--- src/core/relay_threshold_map.svh ---
`ifndef RELAY_THRESHOLD_MAP_SVH
`define RELAY_THRESHOLD_MAP_SVH

// clock and time base
`define CLK_PERIOD_NS 10
`define TENTH_SEC_NS 100000000
`define TENTH_SEC_CYCLES (`TENTH_SEC_NS / `CLK_PERIOD_NS)
`define SEC_PER_MIN 60

// value widths
`define VALUE_W 16
`define BORDER_W 18
`define HALF_BAND_WIDTH_W 10
`define DELAY_W 10
`define SILENCE_W 16
`define TICK_CNT_W 24
`define MIN_CNT_W 6

// settings limits
`define THRESH_MIN (-16'sd999)
`define THRESH_MAX 16'sd9999
`define HALF_BAND_WIDTH_MAX 10'h3E7
`define DELAY_MAX 10'h3E7

// reset values
`define RELAY_RESET 1'b0
`define REMOTE_RESET 1'b0

`endif

--- src/core/relay_threshold_pkg.sv ---
package relay_threshold_pkg;

	// one-hot so an undriven or corrupted code is caught by the default arm
	typedef enum logic [5:0]
	{
		relay_disabled_setting = 6'h01,
		mode_energise_above = 6'h02,
		mode_release_above = 6'h04,
		mode_window = 6'h08,
		mode_outside_window = 6'h10,
		mode_remote = 6'h20
	} relay_mode_t;

	typedef enum logic [1:0]
	{
		hold_current_state = 2'h0,
		fault_force_on = 2'h1,
		fault_force_off = 2'h2
	} fault_action_t;

endpackage : relay_threshold_pkg

--- src/core/qual_if.sv ---
`timescale 1ns/1ps
`include "relay_threshold_map.svh"

interface qual_if;
	logic on_cond;
	logic off_cond;
	logic relay_state;
	logic unit_tick;
	logic [`DELAY_W-1:0] on_delay;
	logic [`DELAY_W-1:0] release_delay;
	logic fire_on;
	logic fire_off;

	modport ctrl
	(
		output on_cond,
		output off_cond,
		output relay_state,
		output unit_tick,
		output on_delay,
		output release_delay,
		input fire_on,
		input fire_off
	);

	modport qual
	(
		input on_cond,
		input off_cond,
		input relay_state,
		input unit_tick,
		input on_delay,
		input release_delay,
		output fire_on,
		output fire_off
	);
endinterface : qual_if

--- src/core/relay_delay_qualifier.sv ---
`timescale 1ns/1ps
`include "relay_threshold_map.svh"

module relay_delay_qualifier
(
	// clock and reset
	input wire logic clk,
	input wire logic arst_n,
	// conditions in, decisions out
	qual_if.qual q
);
	logic [`DELAY_W-1:0] cnt_q;
	logic want;
	logic [`DELAY_W-1:0] limit;
	logic state_q;

	// only the transition away from the present state is timed
	assign want = q.relay_state ? q.off_cond : q.on_cond;
	assign limit = q.relay_state ? q.release_delay : q.on_delay;

	// a count left over from the opposite transition must not carry across a flip
	always_ff @(posedge clk or negedge arst_n)
	begin
		if (!arst_n)
			state_q <= 1'b0;
		else
			state_q <= q.relay_state;
	end

	always_ff @(posedge clk or negedge arst_n)
	begin
		if (!arst_n)
			cnt_q <= '0;
		else if (!want || q.relay_state != state_q)
			cnt_q <= '0;
		else if (q.unit_tick && cnt_q != limit)
			cnt_q <= cnt_q + 1'b1;
	end

	always_ff @(posedge clk or negedge arst_n)
	begin
		if (!arst_n)
		begin
			q.fire_on <= 1'b0;
			q.fire_off <= 1'b0;
		end
		else
		begin
			q.fire_on <= want && !q.relay_state && q.relay_state == state_q && cnt_q >= limit;
			q.fire_off <= want && q.relay_state && q.relay_state == state_q && cnt_q >= limit;
		end
	end
endmodule : relay_delay_qualifier

--- src/core/relay_threshold_controller.sv ---
`timescale 1ns/1ps
`include "relay_threshold_map.svh"

// How it works
// - disabled mode keeps relay off unless fault action forces it on.
// - energise-above mode: on above first+band, off below first-band.
// - release-above mode: off above first+band, on below first-band.
// - window mode: on between smaller+band and larger-band, off below smaller-band or above larger+band.
// - outside-window mode: on above larger+band or below smaller-band.
// - remote mode follows link commands only; host must send them.
// - LED lit exactly when relay is closed.
// - remotely commanded state is lost on reset or power loss.
// - switch on only after on-condition held for on delay.
// - switch off only after off-condition held for release delay.
// - condition lapsing before delay ends leaves relay unchanged.
// - delays counted in tenths of seconds or tenths of minutes.
// - fault action holds, forces on or forces off relay.
// - threshold modes: input out of range is the fault.
// - remote mode: link silence beyond timeout is the fault.
// - force-on fault energises relay even in disabled mode.
// - thresholds accepted from -999 to 9999, clamped outside that.
// - half band 0 to 999 applied on both sides of a threshold.
module relay_threshold_controller #(
	parameter logic [`TICK_CNT_W-1:0] TENTH_CYCLES = `TICK_CNT_W'(`TENTH_SEC_CYCLES)
)
(
	// clock and reset
	input wire logic clk,
	input wire logic arst_n,
	// measurement
	input wire logic signed [`VALUE_W-1:0] meas_value,
	input wire logic meas_out_of_range,
	// settings
	input wire relay_threshold_pkg::relay_mode_t relay_mode,
	input wire logic signed [`VALUE_W-1:0] first_threshold,
	input wire logic signed [`VALUE_W-1:0] second_threshold,
	input wire logic [`HALF_BAND_WIDTH_W-1:0] half_band_width,
	input wire logic [`DELAY_W-1:0] on_delay,
	input wire logic [`DELAY_W-1:0] release_delay,
	input wire logic unit_minutes,
	input wire relay_threshold_pkg::fault_action_t fault_action,
	input wire logic [`SILENCE_W-1:0] link_silence_timeout,
	// remote link
	input wire logic link_rx_activity,
	input wire logic remote_cmd_valid,
	input wire logic remote_cmd_on,
	// outputs
	output logic relay_on,
	output logic led_on,
	output logic fault_active
);
	qual_if qi();

	logic tenth_tick;
	logic unit_tick;
	logic signed [`VALUE_W-1:0] t1;
	logic signed [`VALUE_W-1:0] t2;
	logic signed [`VALUE_W-1:0] lo_t;
	logic signed [`VALUE_W-1:0] hi_t;
	logic [`HALF_BAND_WIDTH_W-1:0] band;
	logic signed [`BORDER_W-1:0] v;
	logic on_cond;
	logic off_cond;
	logic remote_q;
	logic [`SILENCE_W-1:0] silence_q;
	logic fault_d;
	logic relay_d;

	function automatic logic signed [`VALUE_W-1:0] clamp_thresh(input logic signed [`VALUE_W-1:0] t);
		if (t < `THRESH_MIN)
			return `THRESH_MIN;
		else if (t > `THRESH_MAX)
			return `THRESH_MAX;
		return t;
	endfunction : clamp_thresh

	function automatic logic signed [`BORDER_W-1:0] border(
		input logic signed [`VALUE_W-1:0] t,
		input logic [`HALF_BAND_WIDTH_W-1:0] h,
		input logic up
	);
		logic signed [`BORDER_W-1:0] ts;
		logic signed [`BORDER_W-1:0] hs;
		ts = `BORDER_W'(t);
		hs = $signed({{(`BORDER_W - `HALF_BAND_WIDTH_W){1'b0}}, h});
		return up ? ts + hs : ts - hs;
	endfunction : border

	assign t1 = clamp_thresh(first_threshold);
	assign t2 = clamp_thresh(second_threshold);
	assign lo_t = (t1 < t2) ? t1 : t2;
	assign hi_t = (t1 < t2) ? t2 : t1;
	assign band = (half_band_width > `HALF_BAND_WIDTH_MAX) ? `HALF_BAND_WIDTH_MAX : half_band_width;
	assign v = `BORDER_W'(meas_value);

	// switching borders per mode; the gap between them is the hold band
	always_comb
	begin
		on_cond = 1'b0;
		off_cond = 1'b0;
		unique case (relay_mode)
			relay_threshold_pkg::mode_energise_above:
			begin
				on_cond = v > border(t1, band, 1'b1);
				off_cond = v < border(t1, band, 1'b0);
			end
			relay_threshold_pkg::mode_release_above:
			begin
				on_cond = v < border(t1, band, 1'b0);
				off_cond = v > border(t1, band, 1'b1);
			end
			relay_threshold_pkg::mode_window:
			begin
				on_cond = v > border(lo_t, band, 1'b1) && v < border(hi_t, band, 1'b0);
				off_cond = v < border(lo_t, band, 1'b0) || v > border(hi_t, band, 1'b1);
			end
			relay_threshold_pkg::mode_outside_window:
			begin
				on_cond = v > border(hi_t, band, 1'b1) || v < border(lo_t, band, 1'b0);
				off_cond = v > border(lo_t, band, 1'b1) && v < border(hi_t, band, 1'b0);
			end
			default:
			begin
				on_cond = 1'b0;
				off_cond = 1'b0;
			end
		endcase
	end

	assign qi.on_cond = on_cond;
	assign qi.off_cond = off_cond;
	assign qi.relay_state = relay_on;
	assign qi.unit_tick = unit_tick;
	assign qi.on_delay = (on_delay > `DELAY_MAX) ? `DELAY_MAX : on_delay;
	assign qi.release_delay = (release_delay > `DELAY_MAX) ? `DELAY_MAX : release_delay;

	relay_timebase #(
		.TENTH_CYCLES(TENTH_CYCLES)
	) u_timebase (
		.clk(clk),
		.arst_n(arst_n),
		.unit_minutes(unit_minutes),
		.tenth_tick(tenth_tick),
		.unit_tick(unit_tick)
	);

	relay_delay_qualifier u_qual (
		.clk(clk),
		.arst_n(arst_n),
		.q(qi)
	);

	// volatile: no storage survives reset, relay restarts released
	always_ff @(posedge clk or negedge arst_n)
	begin
		if (!arst_n)
			remote_q <= `REMOTE_RESET;
		else if (remote_cmd_valid)
			remote_q <= remote_cmd_on;
	end

	// silence measured in tenths of a second, saturating
	always_ff @(posedge clk or negedge arst_n)
	begin
		if (!arst_n)
			silence_q <= '0;
		else if (link_rx_activity || remote_cmd_valid)
			silence_q <= '0;
		else if (tenth_tick && silence_q != '1)
			silence_q <= silence_q + 1'b1;
	end

	always_comb
	begin
		if (relay_mode == relay_threshold_pkg::mode_remote)
			fault_d = silence_q > link_silence_timeout;
		else
			fault_d = meas_out_of_range;
	end

	always_comb
	begin
		relay_d = relay_on;
		if (fault_d)
		begin
			unique case (fault_action)
				relay_threshold_pkg::fault_force_on: relay_d = 1'b1;
				relay_threshold_pkg::fault_force_off: relay_d = 1'b0;
				default: relay_d = relay_on;
			endcase
		end
		else
		begin
			unique case (relay_mode)
				relay_threshold_pkg::mode_remote: relay_d = remote_q;
				relay_threshold_pkg::mode_energise_above,
				relay_threshold_pkg::mode_release_above,
				relay_threshold_pkg::mode_window,
				relay_threshold_pkg::mode_outside_window:
				begin
					if (qi.fire_on)
						relay_d = 1'b1;
					else if (qi.fire_off)
						relay_d = 1'b0;
				end
				default: relay_d = 1'b0;
			endcase
		end
	end

	always_ff @(posedge clk or negedge arst_n)
	begin
		if (!arst_n)
		begin
			relay_on <= `RELAY_RESET;
			led_on <= `RELAY_RESET;
			fault_active <= 1'b0;
		end
		else
		begin
			relay_on <= relay_d;
			led_on <= relay_d;
			fault_active <= fault_d;
		end
	end
endmodule : relay_threshold_controller

--- src/core/relay_timebase.sv ---
`timescale 1ns/1ps
`include "relay_threshold_map.svh"

module relay_timebase #(
	parameter logic [`TICK_CNT_W-1:0] TENTH_CYCLES = `TICK_CNT_W'(`TENTH_SEC_CYCLES)
)
(
	// clock and reset
	input wire logic clk,
	input wire logic arst_n,
	// unit select
	input wire logic unit_minutes,
	// ticks
	output logic tenth_tick,
	output logic unit_tick
);
	logic [`TICK_CNT_W-1:0] cyc_q;
	logic [`MIN_CNT_W-1:0] min_q;

	always_ff @(posedge clk or negedge arst_n)
	begin
		if (!arst_n)
		begin
			cyc_q <= '0;
			tenth_tick <= 1'b0;
		end
		else
		begin
			tenth_tick <= (cyc_q == TENTH_CYCLES - 1'b1);
			cyc_q <= (cyc_q == TENTH_CYCLES - 1'b1) ? '0 : cyc_q + 1'b1;
		end
	end

	// a tenth of a minute is sixty tenths of a second
	always_ff @(posedge clk or negedge arst_n)
	begin
		if (!arst_n)
		begin
			min_q <= '0;
			unit_tick <= 1'b0;
		end
		else
		begin
			if (tenth_tick)
				min_q <= (min_q == `MIN_CNT_W'(`SEC_PER_MIN - 1)) ? '0 : min_q + 1'b1;
			unit_tick <= unit_minutes ? (tenth_tick && min_q == `MIN_CNT_W'(`SEC_PER_MIN - 1)) : tenth_tick;
		end
	end
endmodule : relay_timebase

--- config.mk ---
export PLATFORM = sky130hd
export DESIGN_NAME = relay_threshold_controller
export DESIGN_NICKNAME = d
export VERILOG_FILES = /design/src/core/relay_threshold_pkg.sv /design/src/core/qual_if.sv /design/src/core/relay_delay_qualifier.sv /design/src/core/relay_threshold_controller.sv /design/src/core/relay_timebase.sv
export VERILOG_INCLUDE_DIRS = /design/src /design/src/core
export SDC_FILE = /design/constraint.sdc
export NUM_CORES = 1
export LEC_CHECK = 0
export BUFFER_PORTS_ARGS = -buffer_cell sky130_fd_sc_hd__buf_4
export CAP_MARGIN = 10
export CELL_PAD_IN_SITES_DETAIL_PLACEMENT = 0
export CELL_PAD_IN_SITES_GLOBAL_PLACEMENT = 1
export CORE_AREA = 5 5 158 160
export DETAILED_ROUTE_END_ITERATION = 8
export DIE_AREA = 0 0 163 165
export PLACE_DENSITY = 0.87
export SYNTH_ARGS = -nofsm -noshare
export SYNTH_HDL_FRONTEND = slang
export SYNTH_SLANG_ARGS = --single-unit
--- constraint.sdc ---
create_clock -name clk -period 4 [get_ports clk]
set_input_delay 0 -clock clk [delete_from_list [all_inputs] [get_ports clk]]
set_output_delay 0 -clock clk [all_outputs]
set_load 0.01 [all_outputs]
==> flow_summary.json, run 1 <==
{
  "ios": 112,
  "hp-class": "primary input to register",
  "worstPathArrival_ns": 7.32,
  "wl_met3_mm": 2.290,
  "crit_start": "first_threshold[5]",
  "grt-ovfl-total": 0,
  "drc": 0,
  "synth_edf_count": 0,
  "max_stage_delay_ns": 0.57,
  "drt_iter0_markers": 875,
  "synth_top_area_frac": 0.2404,
  "ys_seq_area_frac": 0.1509,
  "yosysUniqueCellTypes": 80,
  "hold_viol": 0,
  "tns_ns": -36.01,
  "cpMostUsedCell": "buf_4",
  "required_ns": 4.23,
  "grt_pass1_wl_mm": 57.50,
  "muxShareOfSynthArea": 0.04101,
  "timing.final.crit_share": 1.773,
  "rows": 56,
  "portBuffers": 111,
  "dp.cells": 2002,
  "finalPower_mw": 4.107,
  "period_minus_slack_ns": 7.093,
  "synth-simple-area-share": 0.2049,
  "tightest_slew_ns": 1.392,
  "setup_violations": 12,
  "syn_inst": 1317,
  "power.density_nw_per_um2": 265.4,
  "cp-end-kind": "register",
  "cp_top_family": "compound AO/OA/AOI/OAI gates",
  "cts_tree": "done",
  "cp_slowest_cell": "or4_4",
  "cp_max_fo": 7,
  "htree_levels": 3,
  "num_antenna_cells": 0,
  "synth_most_common_cell": "ha_1",
  "wire_per_inst_um": 17.94,
  "wl_met2_mm": 17.24,
  "dpl-instance-area_um2": 14100,
  "grt_pass1_vias": 11500,
  "syn_area_um2": 10620,
  "clock-sinks": 64,
  "antenna_found_initial": 0,
  "vias": 11660,
  "relSlewSlack": 0.06498,
  "cts_root_buf": "clkbuf_16",
  "violations": "setup timing",
  "dp_hpwl_mm": 29.46,
  "synth_area_leaders": "ha_1 24%, dfrtp_1 15%, xnor2_1 6.4%, a21oi_1 4.7%, nor2_1 4.0%",
  "rsz0062_at_grt": "yes",
  "drt-total-wl_mm": 37.20,
  "finalClockSkew_ns": 0.007796,
  "path_buf_inv": 15,
  "synth_compound_area_frac": 0.2106,
  "start_util": 0.4564,
  "reg2reg_to": "u_qual.cnt_q[9]$_DFFE_PN0P_",
  "pre_cts_ws_ns": -3.420,
  "finalMaxSlewViolations": 0,
  "hold_ws_ns": 0.1395,
  "worstSetupPathType": "primary input to register",
  "synth_fa_ha_area_frac": 0.2527,
  "reg2reg_from": "led_on$_DFFE_PN0P_",
  "synth_ff_type": "dfrtp_1",
  "cp-start-kind": "primary input",
  "highest_layer": "met4",
  "gp_congestion": 0.9337,
  "power_leakage_nw": 7.573,
  "insertion_delay_ns": 0.33,
  "ys_ff_latch": 64,
  "nNetsFinal": 2069,
  "yosys_warnings": 0,
  "numCtsBuffers": 9,
  "syn-num-nets": 1636,
  "syn_area_per_cell_um2": 8.061,
  "dieArea_um2": 26900,
  "ir_worst_vdd_v": 0.0001567,
  "die_w_um": 163,
  "ant_nets": 0,
  "r2r_setup_slack_ns": 0.94,
  "grt_max_degree": 65,
  "ys_top_cells_by_count": "204 x ha_1, 113 x nor2_1, 99 x a21oi_1",
  "coreArea_um2": 23260,
  "cts_buffer_depth": 2,
  "wl_met1_mm": 16.94,
  "first_pass_iters": 5,
  "drive_above_1_share": 0.3544,
  "cp.depth": 41,
  "max_freq_mhz": 141.0,
  "drv_cap": 0,
  "worst_slack_ns": -3.093,
  "die_h_um": 165,
  "endpoint": "u_qual.cnt_q[1]$_DFFE_PN0P_",
  "rr_worst_depth": 12,
  "status": "finished with violations",
  "final_area_um2": 15480,
  "final_util": 0.6653,
  "synth_top_family_by_area": "adder cells",
  "grt_usage": 0.2642,
  "synth_largest_area_cell": "ha_1",
  "instances_no_fill": 2074,
  "ys_async_sr_fraction": 1.000,
  "n_fill_cell": 1932,
  "vias_per_cell": 5.621,
  "path_clk_slew_ns": 0.05,
  "synthXorXnorAreaFrac": 0.09322,
  "syn_to_final_growth_pct": 45.77
}
==> state kept, by name (all words and copies together), names as in the netlist <==
name,flops
u_timebase.cyc_q,24
u_timebase.unit_tick,1
silence_q,16
remote_q,1
u_qual.state_q,1
u_timebase.min_q,6
u_qual.cnt_q,10
u_qual.q.fire_off,1
led_on,1
u_qual.q.fire_on,1
fault_active,1
u_timebase.tenth_tick,1
==> placed cells by master (no fill, tap or decap), drive strengths merged, types with 12 or more instances in the layout <==
cell type	synthesis	final
a211oi	13	13
a21o	31	31
a21oi	100	100
and3	15	15
buf	11	454
clkbuf	27	12
dfrtp	64	64
ha	204	204
inv	87	87
mux2i	37	37
nand2	93	93
nand2b	18	18
nand3	39	39
nand4	31	31
nor2	114	114
nor2b	16	16
nor3	25	25
nor4	19	19
o211ai	13	13
o21a	24	24
o21ai	62	62
o21bai	15	15
or2	17	17
xnor2	78	78
xor2	35	35
==> what timing repair did <==
| item | CTS | global route |
|---|---|---|
| gates cloned | 2 | 0 |
| buffers inserted | 31 | 18 |
| pin swaps | 50 | 51 |
| resized for setup | 53 | 78 |
| hold buffers | 5 | 0 |
| hold endpoints to repair | 68 | 0 |
| endpoints found under the setup margin | 12 | 12 |
==> worst min path at each step <==
| stage | startpoint | endpoint | slack, ns | cells after the start |
|---|---|---|---|---|
| 2_1_floorplan | arst_n | fault_active$_DFF_PN0_ | -0.30 | 0 |
| 4_1_cts | relay_mode[4] | fault_active$_DFF_PN0_ | 0.12 | 4 |
| 6_report | relay_mode[4] | fault_active$_DFF_PN0_ | 0.14 | 4 |
| 3_5_place_dp | arst_n | u_timebase.cyc_q[1]$_DFF_PN0_ | 0.14 | 1 |
| 3_3_place_gp | arst_n | u_timebase.cyc_q[1]$_DFF_PN0_ | 0.13 | 1 |
| 5_1_grt | relay_mode[4] | fault_active$_DFF_PN0_ | 0.16 | 4 |
==> layout make-up <==
cell class	count	area (µm²)	share of cell area
Sequential cell	64	1602	0.1035
Multi-Input combinational cell	1128	9319	0.6022
Inverter	87	326.6	0.02110
Clock inverter	5	32.53	0.002102
Clock buffer	11	242.7	0.01568
Tap cell	319	399.1	0.02579
Timing Repair Buffer	460	3555	0.2297
==> layer usage <==
layer | global-route usage | vias to the layer above
li1 | - | 5656
met1 | 0.3662 | 5582
met2 | 0.4345 | 359
met3 | 0.04492 | 61
met4 | 0.05604 | 0
met5 | 0 | -
==> worst reg2reg max path, cell delays in order, from the launching register on <==
cell     delay [ns]
dfrtp_1        0.37
buf_4          0.22
or2_2          0.34
o22a_1         0.22
ha_1           0.27
nand4_1        0.11
o31a_1         0.23
nand4_1        0.16
nor2_1         0.22
nand4_1        0.15
xnor2_1        0.21
nand2_1        0.11
nor4_2         0.35
==> logic make-up (layout without fill, tap and decap cells) <==
group | Yosys count | in the layout
DFF | 64 | 64
xor gates and xnor gates | 113 | 113
AOI/OAI and AO/OA | 330 | 330
adders and majority gates | 211 | 211
buffers and inverters | 125 | 563
muxes | 41 | 41
and+or+nand+nor | 433 | 433
==> report_power, final <==
| group | internal [mW] | leakage [nW] | switching [mW] | total [mW] |
|---|---|---|---|---|
| Clock | 0.434 | 0.139 | 0.279 | 0.713 |
| Sequential | 0.651 | 0.872 | 0.00278 | 0.654 |
| Combinational | 1.37 | 6.56 | 1.37 | 2.74 |
Note: power is estimated with default switching activity, not from simulation.
==> run 2, diff against run 1 <==
--- a/config.mk
+++ b/config.mk
@@ -13,7 +13,7 @@
 export CORE_AREA = 5 5 158 160
 export DETAILED_ROUTE_END_ITERATION = 8
 export DIE_AREA = 0 0 163 165
-export PLACE_DENSITY = 0.87
+export PLACE_DENSITY_LB_ADDON = 0.1
 export SYNTH_ARGS = -nofsm -noshare
 export SYNTH_HDL_FRONTEND = slang
 export SYNTH_SLANG_ARGS = --single-unit
==> flow_summary.json, run 2 (synthesized netlist as in run 1, its figures left out) <==
{
  "tightest_slew_ns": 0.8175,
  "ant_nets": 0,
  "reg2reg_from": "led_on$_DFFE_PN0P_",
  "first_pass_iters": 5,
  "ios": 112,
  "power.density_nw_per_um2": 267.6,
  "hp-class": "primary input to register",
  "die_h_um": 165,
  "required_ns": 4.24,
  "largest_register": "u_timebase.cyc_q",
  "path_clk_slew_ns": 0.06,
  "numCtsBuffers": 9,
  "worstPathArrival_ns": 7.25,
  "grt_pass1_vias": 11120,
  "finalMaxSlewViolations": 0,
  "relSlewSlack": 0.4550,
  "finalClockSkew_ns": 0.006890,
  "cts_tree": "done",
  "dieArea_um2": 26900,
  "status": "finished with violations",
  "setup_violations": 12,
  "biggestRegsByFlops": "u_timebase.cyc_q (24), silence_q (16), u_qual.cnt_q (10)",
  "grt-ovfl-total": 0,
  "worstSetupPathType": "primary input to register",
  "coreArea_um2": 23260,
  "violations": "setup timing",
  "grt_usage": 0.2701,
  "nNetsFinal": 2052,
  "instances_no_fill": 2057,
  "cp_max_fo": 6,
  "cts_root_buf": "clkbuf_16",
  "drt-total-wl_mm": 36.57,
  "vias": 11240,
  "gp_congestion": 0.9054,
  "n_fill_cell": 2122,
  "portBuffers": 111,
  "drc": 0,
  "worst_slack_ns": -3.009,
  "cp_slowest_cell": "or4_4",
  "r2r_setup_slack_ns": 1.13,
  "power_leakage_nw": 7.484,
  "vias_per_cell": 5.466,
  "finalPower_mw": 4.042,
  "grt_pass1_wl_mm": 58.02,
  "clock-sinks": 64,
  "max_freq_mhz": 142.7,
  "reg2reg_to": "u_qual.cnt_q[6]$_DFFE_PN0P_",
  "grt_max_degree": 65,
  "rows": 56,
  "start_util": 0.4564,
  "final_common_cell": "buf_4",
  "dpl-instance-area_um2": 14210,
  "htree_levels": 3,
  "cp-end-kind": "register",
  "wire_per_inst_um": 17.78,
  "hold_viol": 0,
  "tns_ns": -35.60,
  "syn_to_final_growth_pct": 42.26,
  "num_antenna_cells": 0,
  "drv_cap": 0,
  "dp_hpwl_mm": 30.35,
  "pre_cts_ws_ns": -3.527,
  "final_area_um2": 15100,
  "endpoint": "u_qual.cnt_q[2]$_DFFE_PN0P_",
  "final_util": 0.6493,
  "ir_worst_vdd_v": 0.0002143,
  "drt_iter0_markers": 775,
  "antenna_found_initial": 0,
  "final_cell_mix": "426 x buf_4, 199 x ha_1, 106 x nor2_1, 93 x nand2_1, 84 x inv_1",
  "dp.cells": 2015,
  "period_minus_slack_ns": 7.009,
  "crit_start": "first_threshold[5]",
  "drive_above_1_share": 0.3291,
  "insertion_delay_ns": 0.34,
  "min_from": "relay_mode[4]",
  "largest_reg_flops": 24,
  "hold_ws_ns": 0.1357,
  "max_stage_delay_ns": 0.57,
  "timing.final.crit_share": 1.752,
  "cts_buffer_depth": 2,
  "rsz0062_at_grt": "yes",
  "die_w_um": 163,
  "rr_worst_depth": 12,
  "cpMostUsedCell": "a2111oi_4",
  "cp-start-kind": "primary input"
}
==> run 2: worst min-delay path by stage <==
stage	end	depth (start not counted)	slack, ns
after floorplan	fault_active$_DFF_PN0_	0	-0.30
after global placement	u_timebase.min_q[4]$_DFFE_PN0P_	1	0.14
after detailed placement	u_timebase.min_q[2]$_DFFE_PN0P_	1	0.15
after CTS	fault_active$_DFF_PN0_	4	0.13
after global routing	silence_q[14]$_DFFE_PN0P_	3	0.18
final	fault_active$_DFF_PN0_	4	0.14
==> run 2: repair_timing <==
item	4_1_cts	5_1_grt
setup endpoints to repair	12	12
hold buffers	5	0
cloned	1	1
endpoints found under the hold margin	68	0
gates resized for setup	41	34
setup buffers	12	5
pin swaps	28	27
==> run 2: final cells by class <==
class / instances / area [µm²] / share of cell area
clock buffers: 9 / 225.2 / 0.01491
repair buffers: 443 / 3391 / 0.2245
inverters: 87 / 326.6 / 0.02162
well taps: 319 / 399.1 / 0.02643
flip-flops and latches: 64 / 1602 / 0.1060
clock inverters: 7 / 102.6 / 0.006793
multi-input cells: 1128 / 9057 / 0.5997
==> run 2: routing by layer <==
metal,vias up,part of all wire,GRT usage
met5,-,0,0
met4,0,0.024,0.05719
met3,48,0.048,0.03793
met2,273,0.45,0.4372
met1,5303,0.48,0.3848
li1,5620,-,-
==> run 2: worst max-delay path, delay by kind of cell <==
kind,cells,cell delay [ns]
AO/OA/AOI/OAI,15,3.41
AND/OR/NAND/NOR,9,1.94
adder cells (fa/ha/maj),3,0.91
buffers and inverters,5,0.66
multiplexers,1,0.29
==> run 2: where the power goes <==
part	internal [mW]	switching, mW	leakage (nW)
Sequential	0.651	0.00359	0.872
Combinational	1.25	1.27	6.46
Clock	0.552	0.313	0.157
==> run 3, diff against run 2 <==
--- a/config.mk
+++ b/config.mk
@@ -10,10 +10,10 @@
 export CAP_MARGIN = 10
 export CELL_PAD_IN_SITES_DETAIL_PLACEMENT = 0
 export CELL_PAD_IN_SITES_GLOBAL_PLACEMENT = 1
-export CORE_AREA = 5 5 158 160
+export CORE_AREA = 5 5 160 162
 export DETAILED_ROUTE_END_ITERATION = 8
-export DIE_AREA = 0 0 163 165
-export PLACE_DENSITY_LB_ADDON = 0.1
+export DIE_AREA = 0 0 165 167
+export PLACE_DENSITY = 0.91
 export SYNTH_ARGS = -nofsm -noshare
 export SYNTH_HDL_FRONTEND = slang
 export SYNTH_SLANG_ARGS = --single-unit
==> flow_summary.json, run 3 (synthesized netlist as in run 1, its figures left out) <==
{
  "largest_register": "u_timebase.cyc_q",
  "nNetsFinal": 2045,
  "grtUsageMet2": 0.4293,
  "antenna_found_initial": 0,
  "dieArea_um2": 27560,
  "start_util": 0.4430,
  "drive_above_1_share": 0.3312,
  "first_pass_iters": 5,
  "max_stage_delay_ns": 0.57,
  "grt_pass1_wl_mm": 57.09,
  "clkPwrFrac": 0.204,
  "vias_per_cell": 5.564,
  "syn_to_final_growth_pct": 41.79,
  "violations": "setup timing",
  "relSlewSlack": 0.1554,
  "finalMaxSlewViolations": 0,
  "drt_iter0_markers": 861,
  "ios": 112,
  "path_buf_inv": 8,
  "setup_violations": 12,
  "cp_max_fo": 13,
  "dp.cells": 2017,
  "cts_root_buf": "clkbuf_16",
  "largest_reg_flops": 24,
  "use_met3": 0.02768,
  "drv_cap": 0,
  "ir_worst_vdd_v": 0.0003318,
  "max_freq_mhz": 145.1,
  "rows": 57,
  "die_h_um": 167,
  "ant_nets": 0,
  "gp_congestion": 0.9628,
  "path_clk_slew_ns": 0.05,
  "wire_per_inst_um": 17.19,
  "grt_pass1_vias": 11580,
  "power_leakage_nw": 7.421,
  "grt-ovfl-total": 0,
  "htree_levels": 3,
  "tightest_slew_ns": 1.257,
  "final_common_cell": "buf_4",
  "holdPathStages": 3,
  "busiest_layer": "met2",
  "grt_use_met1": 0.3358,
  "finalClockSkew_ns": 0.003214,
  "portBuffers": 111,
  "cts_buffer_depth": 2,
  "clock-sinks": 64,
  "num_antenna_cells": 0,
  "grt_max_degree": 65,
  "timing.final.crit_share": 1.723,
  "cts_tree": "done",
  "cp.depth": 34,
  "hold_viol": 0,
  "final_util": 0.6282,
  "coreArea_um2": 23960,
  "worstSetupPathType": "primary input to register",
  "p_int_mw": 2.442,
  "rsz0062_at_grt": "yes",
  "rr_worst_depth": 11,
  "biggestRegsByFlops": "u_timebase.cyc_q (24), silence_q (16), u_qual.cnt_q (10)",
  "status": "finished with violations",
  "hp-class": "primary input to register",
  "period_minus_slack_ns": 6.892,
  "cp-end-kind": "register",
  "cp_slowest_cell": "or4_4",
  "drc": 0,
  "worst_slack_ns": -2.892,
  "worstPathArrival_ns": 7.04,
  "swShare": 0.3904,
  "cp-start-kind": "primary input",
  "numCtsBuffers": 9,
  "dp_hpwl_mm": 28.84,
  "p_sw_mw": 1.563,
  "combPwrFrac": 0.632,
  "vias": 11430,
  "insertion_delay_ns": 0.33,
  "pwr-share-seq": 0.164,
  "cp_top_family": "compound AO/OA/AOI/OAI gates",
  "drt-total-wl_mm": 35.30,
  "tns_ns": -34.17,
  "required_ns": 4.15,
  "instances_no_fill": 2054,
  "power.density_nw_per_um2": 266.0,
  "hold_ws_ns": 0.03059,
  "final_cell_mix": "424 x buf_4, 197 x ha_1, 109 x nor2_1, 91 x nand2_1, 85 x inv_1",
  "die_w_um": 165,
  "grt_usage": 0.2525
}
run 3: cell type report:
| cell class | instances | area, µm² |
|---|---|---|
| Inverter | 87 | 326.6 |
| Timing Repair Buffer | 436 | 3323 |
| Tap cell | 324 | 405.4 |
| Multi-Input combinational cell | 1128 | 9086 |
| Clock buffer | 9 | 225.2 |
| Clock inverter | 6 | 85.08 |
| Fill cell | 2057 | 8910 |
| Sequential cell | 64 | 1602 |
run 3: metrics by stage:
stage | power, mW | instance area [µm²] | worst slack [ns]
5_1_grt | 4.300 | 15050 | -3.146
6_report | 4.005 | 15050 | -2.892
4_1_cts | 3.918 | 14840 | -2.804
3_5_place_dp | 2.980 | 14170 | -3.455
2_1_floorplan | 2.021 | 10860 | -2.673
3_3_place_gp | 2.921 | 14170 | -3.146
run 3: power by group through the flow:
stage               Sequential, mW  Clock, mW  Combinational [mW]
floorplan                    0.666          0                1.36
global placement             0.668          0                2.25
detailed placement           0.668          0                2.31
CTS                          0.657      0.824                2.44
global route                 0.657      0.862                2.78
finish                       0.657      0.817                2.53
run 3: worst register-to-register path, delay by kind of cell, from the launching register on:
kind	cells	cell delay (ns)
DFF	1	0.53
and+or+nand+nor	3	0.66
adders and majority gates	1	0.26
AOI/OAI and AO/OA	7	1.37
run 3: path summary, 6_finish.rpt:
check / start / to / slack, ns
min reg2reg: u_timebase.cyc_q[6]$_DFF_PN0_ / u_timebase.cyc_q[6]$_DFF_PN0_ / 0.48
max reg2reg: led_on$_DFFE_PN0P_ / u_qual.q.fire_off$_DFF_PN0_ / 1.03
max in group asynchronous: arst_n / u_timebase.cyc_q[19]$_DFF_PN0_ / 3.17
min in group asynchronous: arst_n / led_on$_DFFE_PN0P_ / 0.29
max: first_threshold[5] / u_qual.cnt_q[9]$_DFFE_PN0P_ / -2.89
min: unit_minutes / u_timebase.unit_tick$_DFF_PN0_ / 0.03
run 3: what timing repair did:
action | in CTS | in global routing
gates resized for setup | 49 | 32
setup endpoints to repair | 12 | 12
hold endpoints to repair | 66 | 0
setup buffers | 8 | 7
cloned | 1 | 1
pin swaps | 42 | 19
hold buffers | 4 | 0
run 3: per-layer routing:
| layer | vias to the layer above | wire length (µm) | part of all wire |
|---|---|---|---|
| met4 | 0 | 1160 | 0.033 |
| met1 | 5400 | 15240 | 0.43 |
| met3 | 76 | 1984 | 0.056 |
| met2 | 351 | 16910 | 0.48 |
| li1 | 5602 | - | - |
| met5 | - | 0 | 0 |
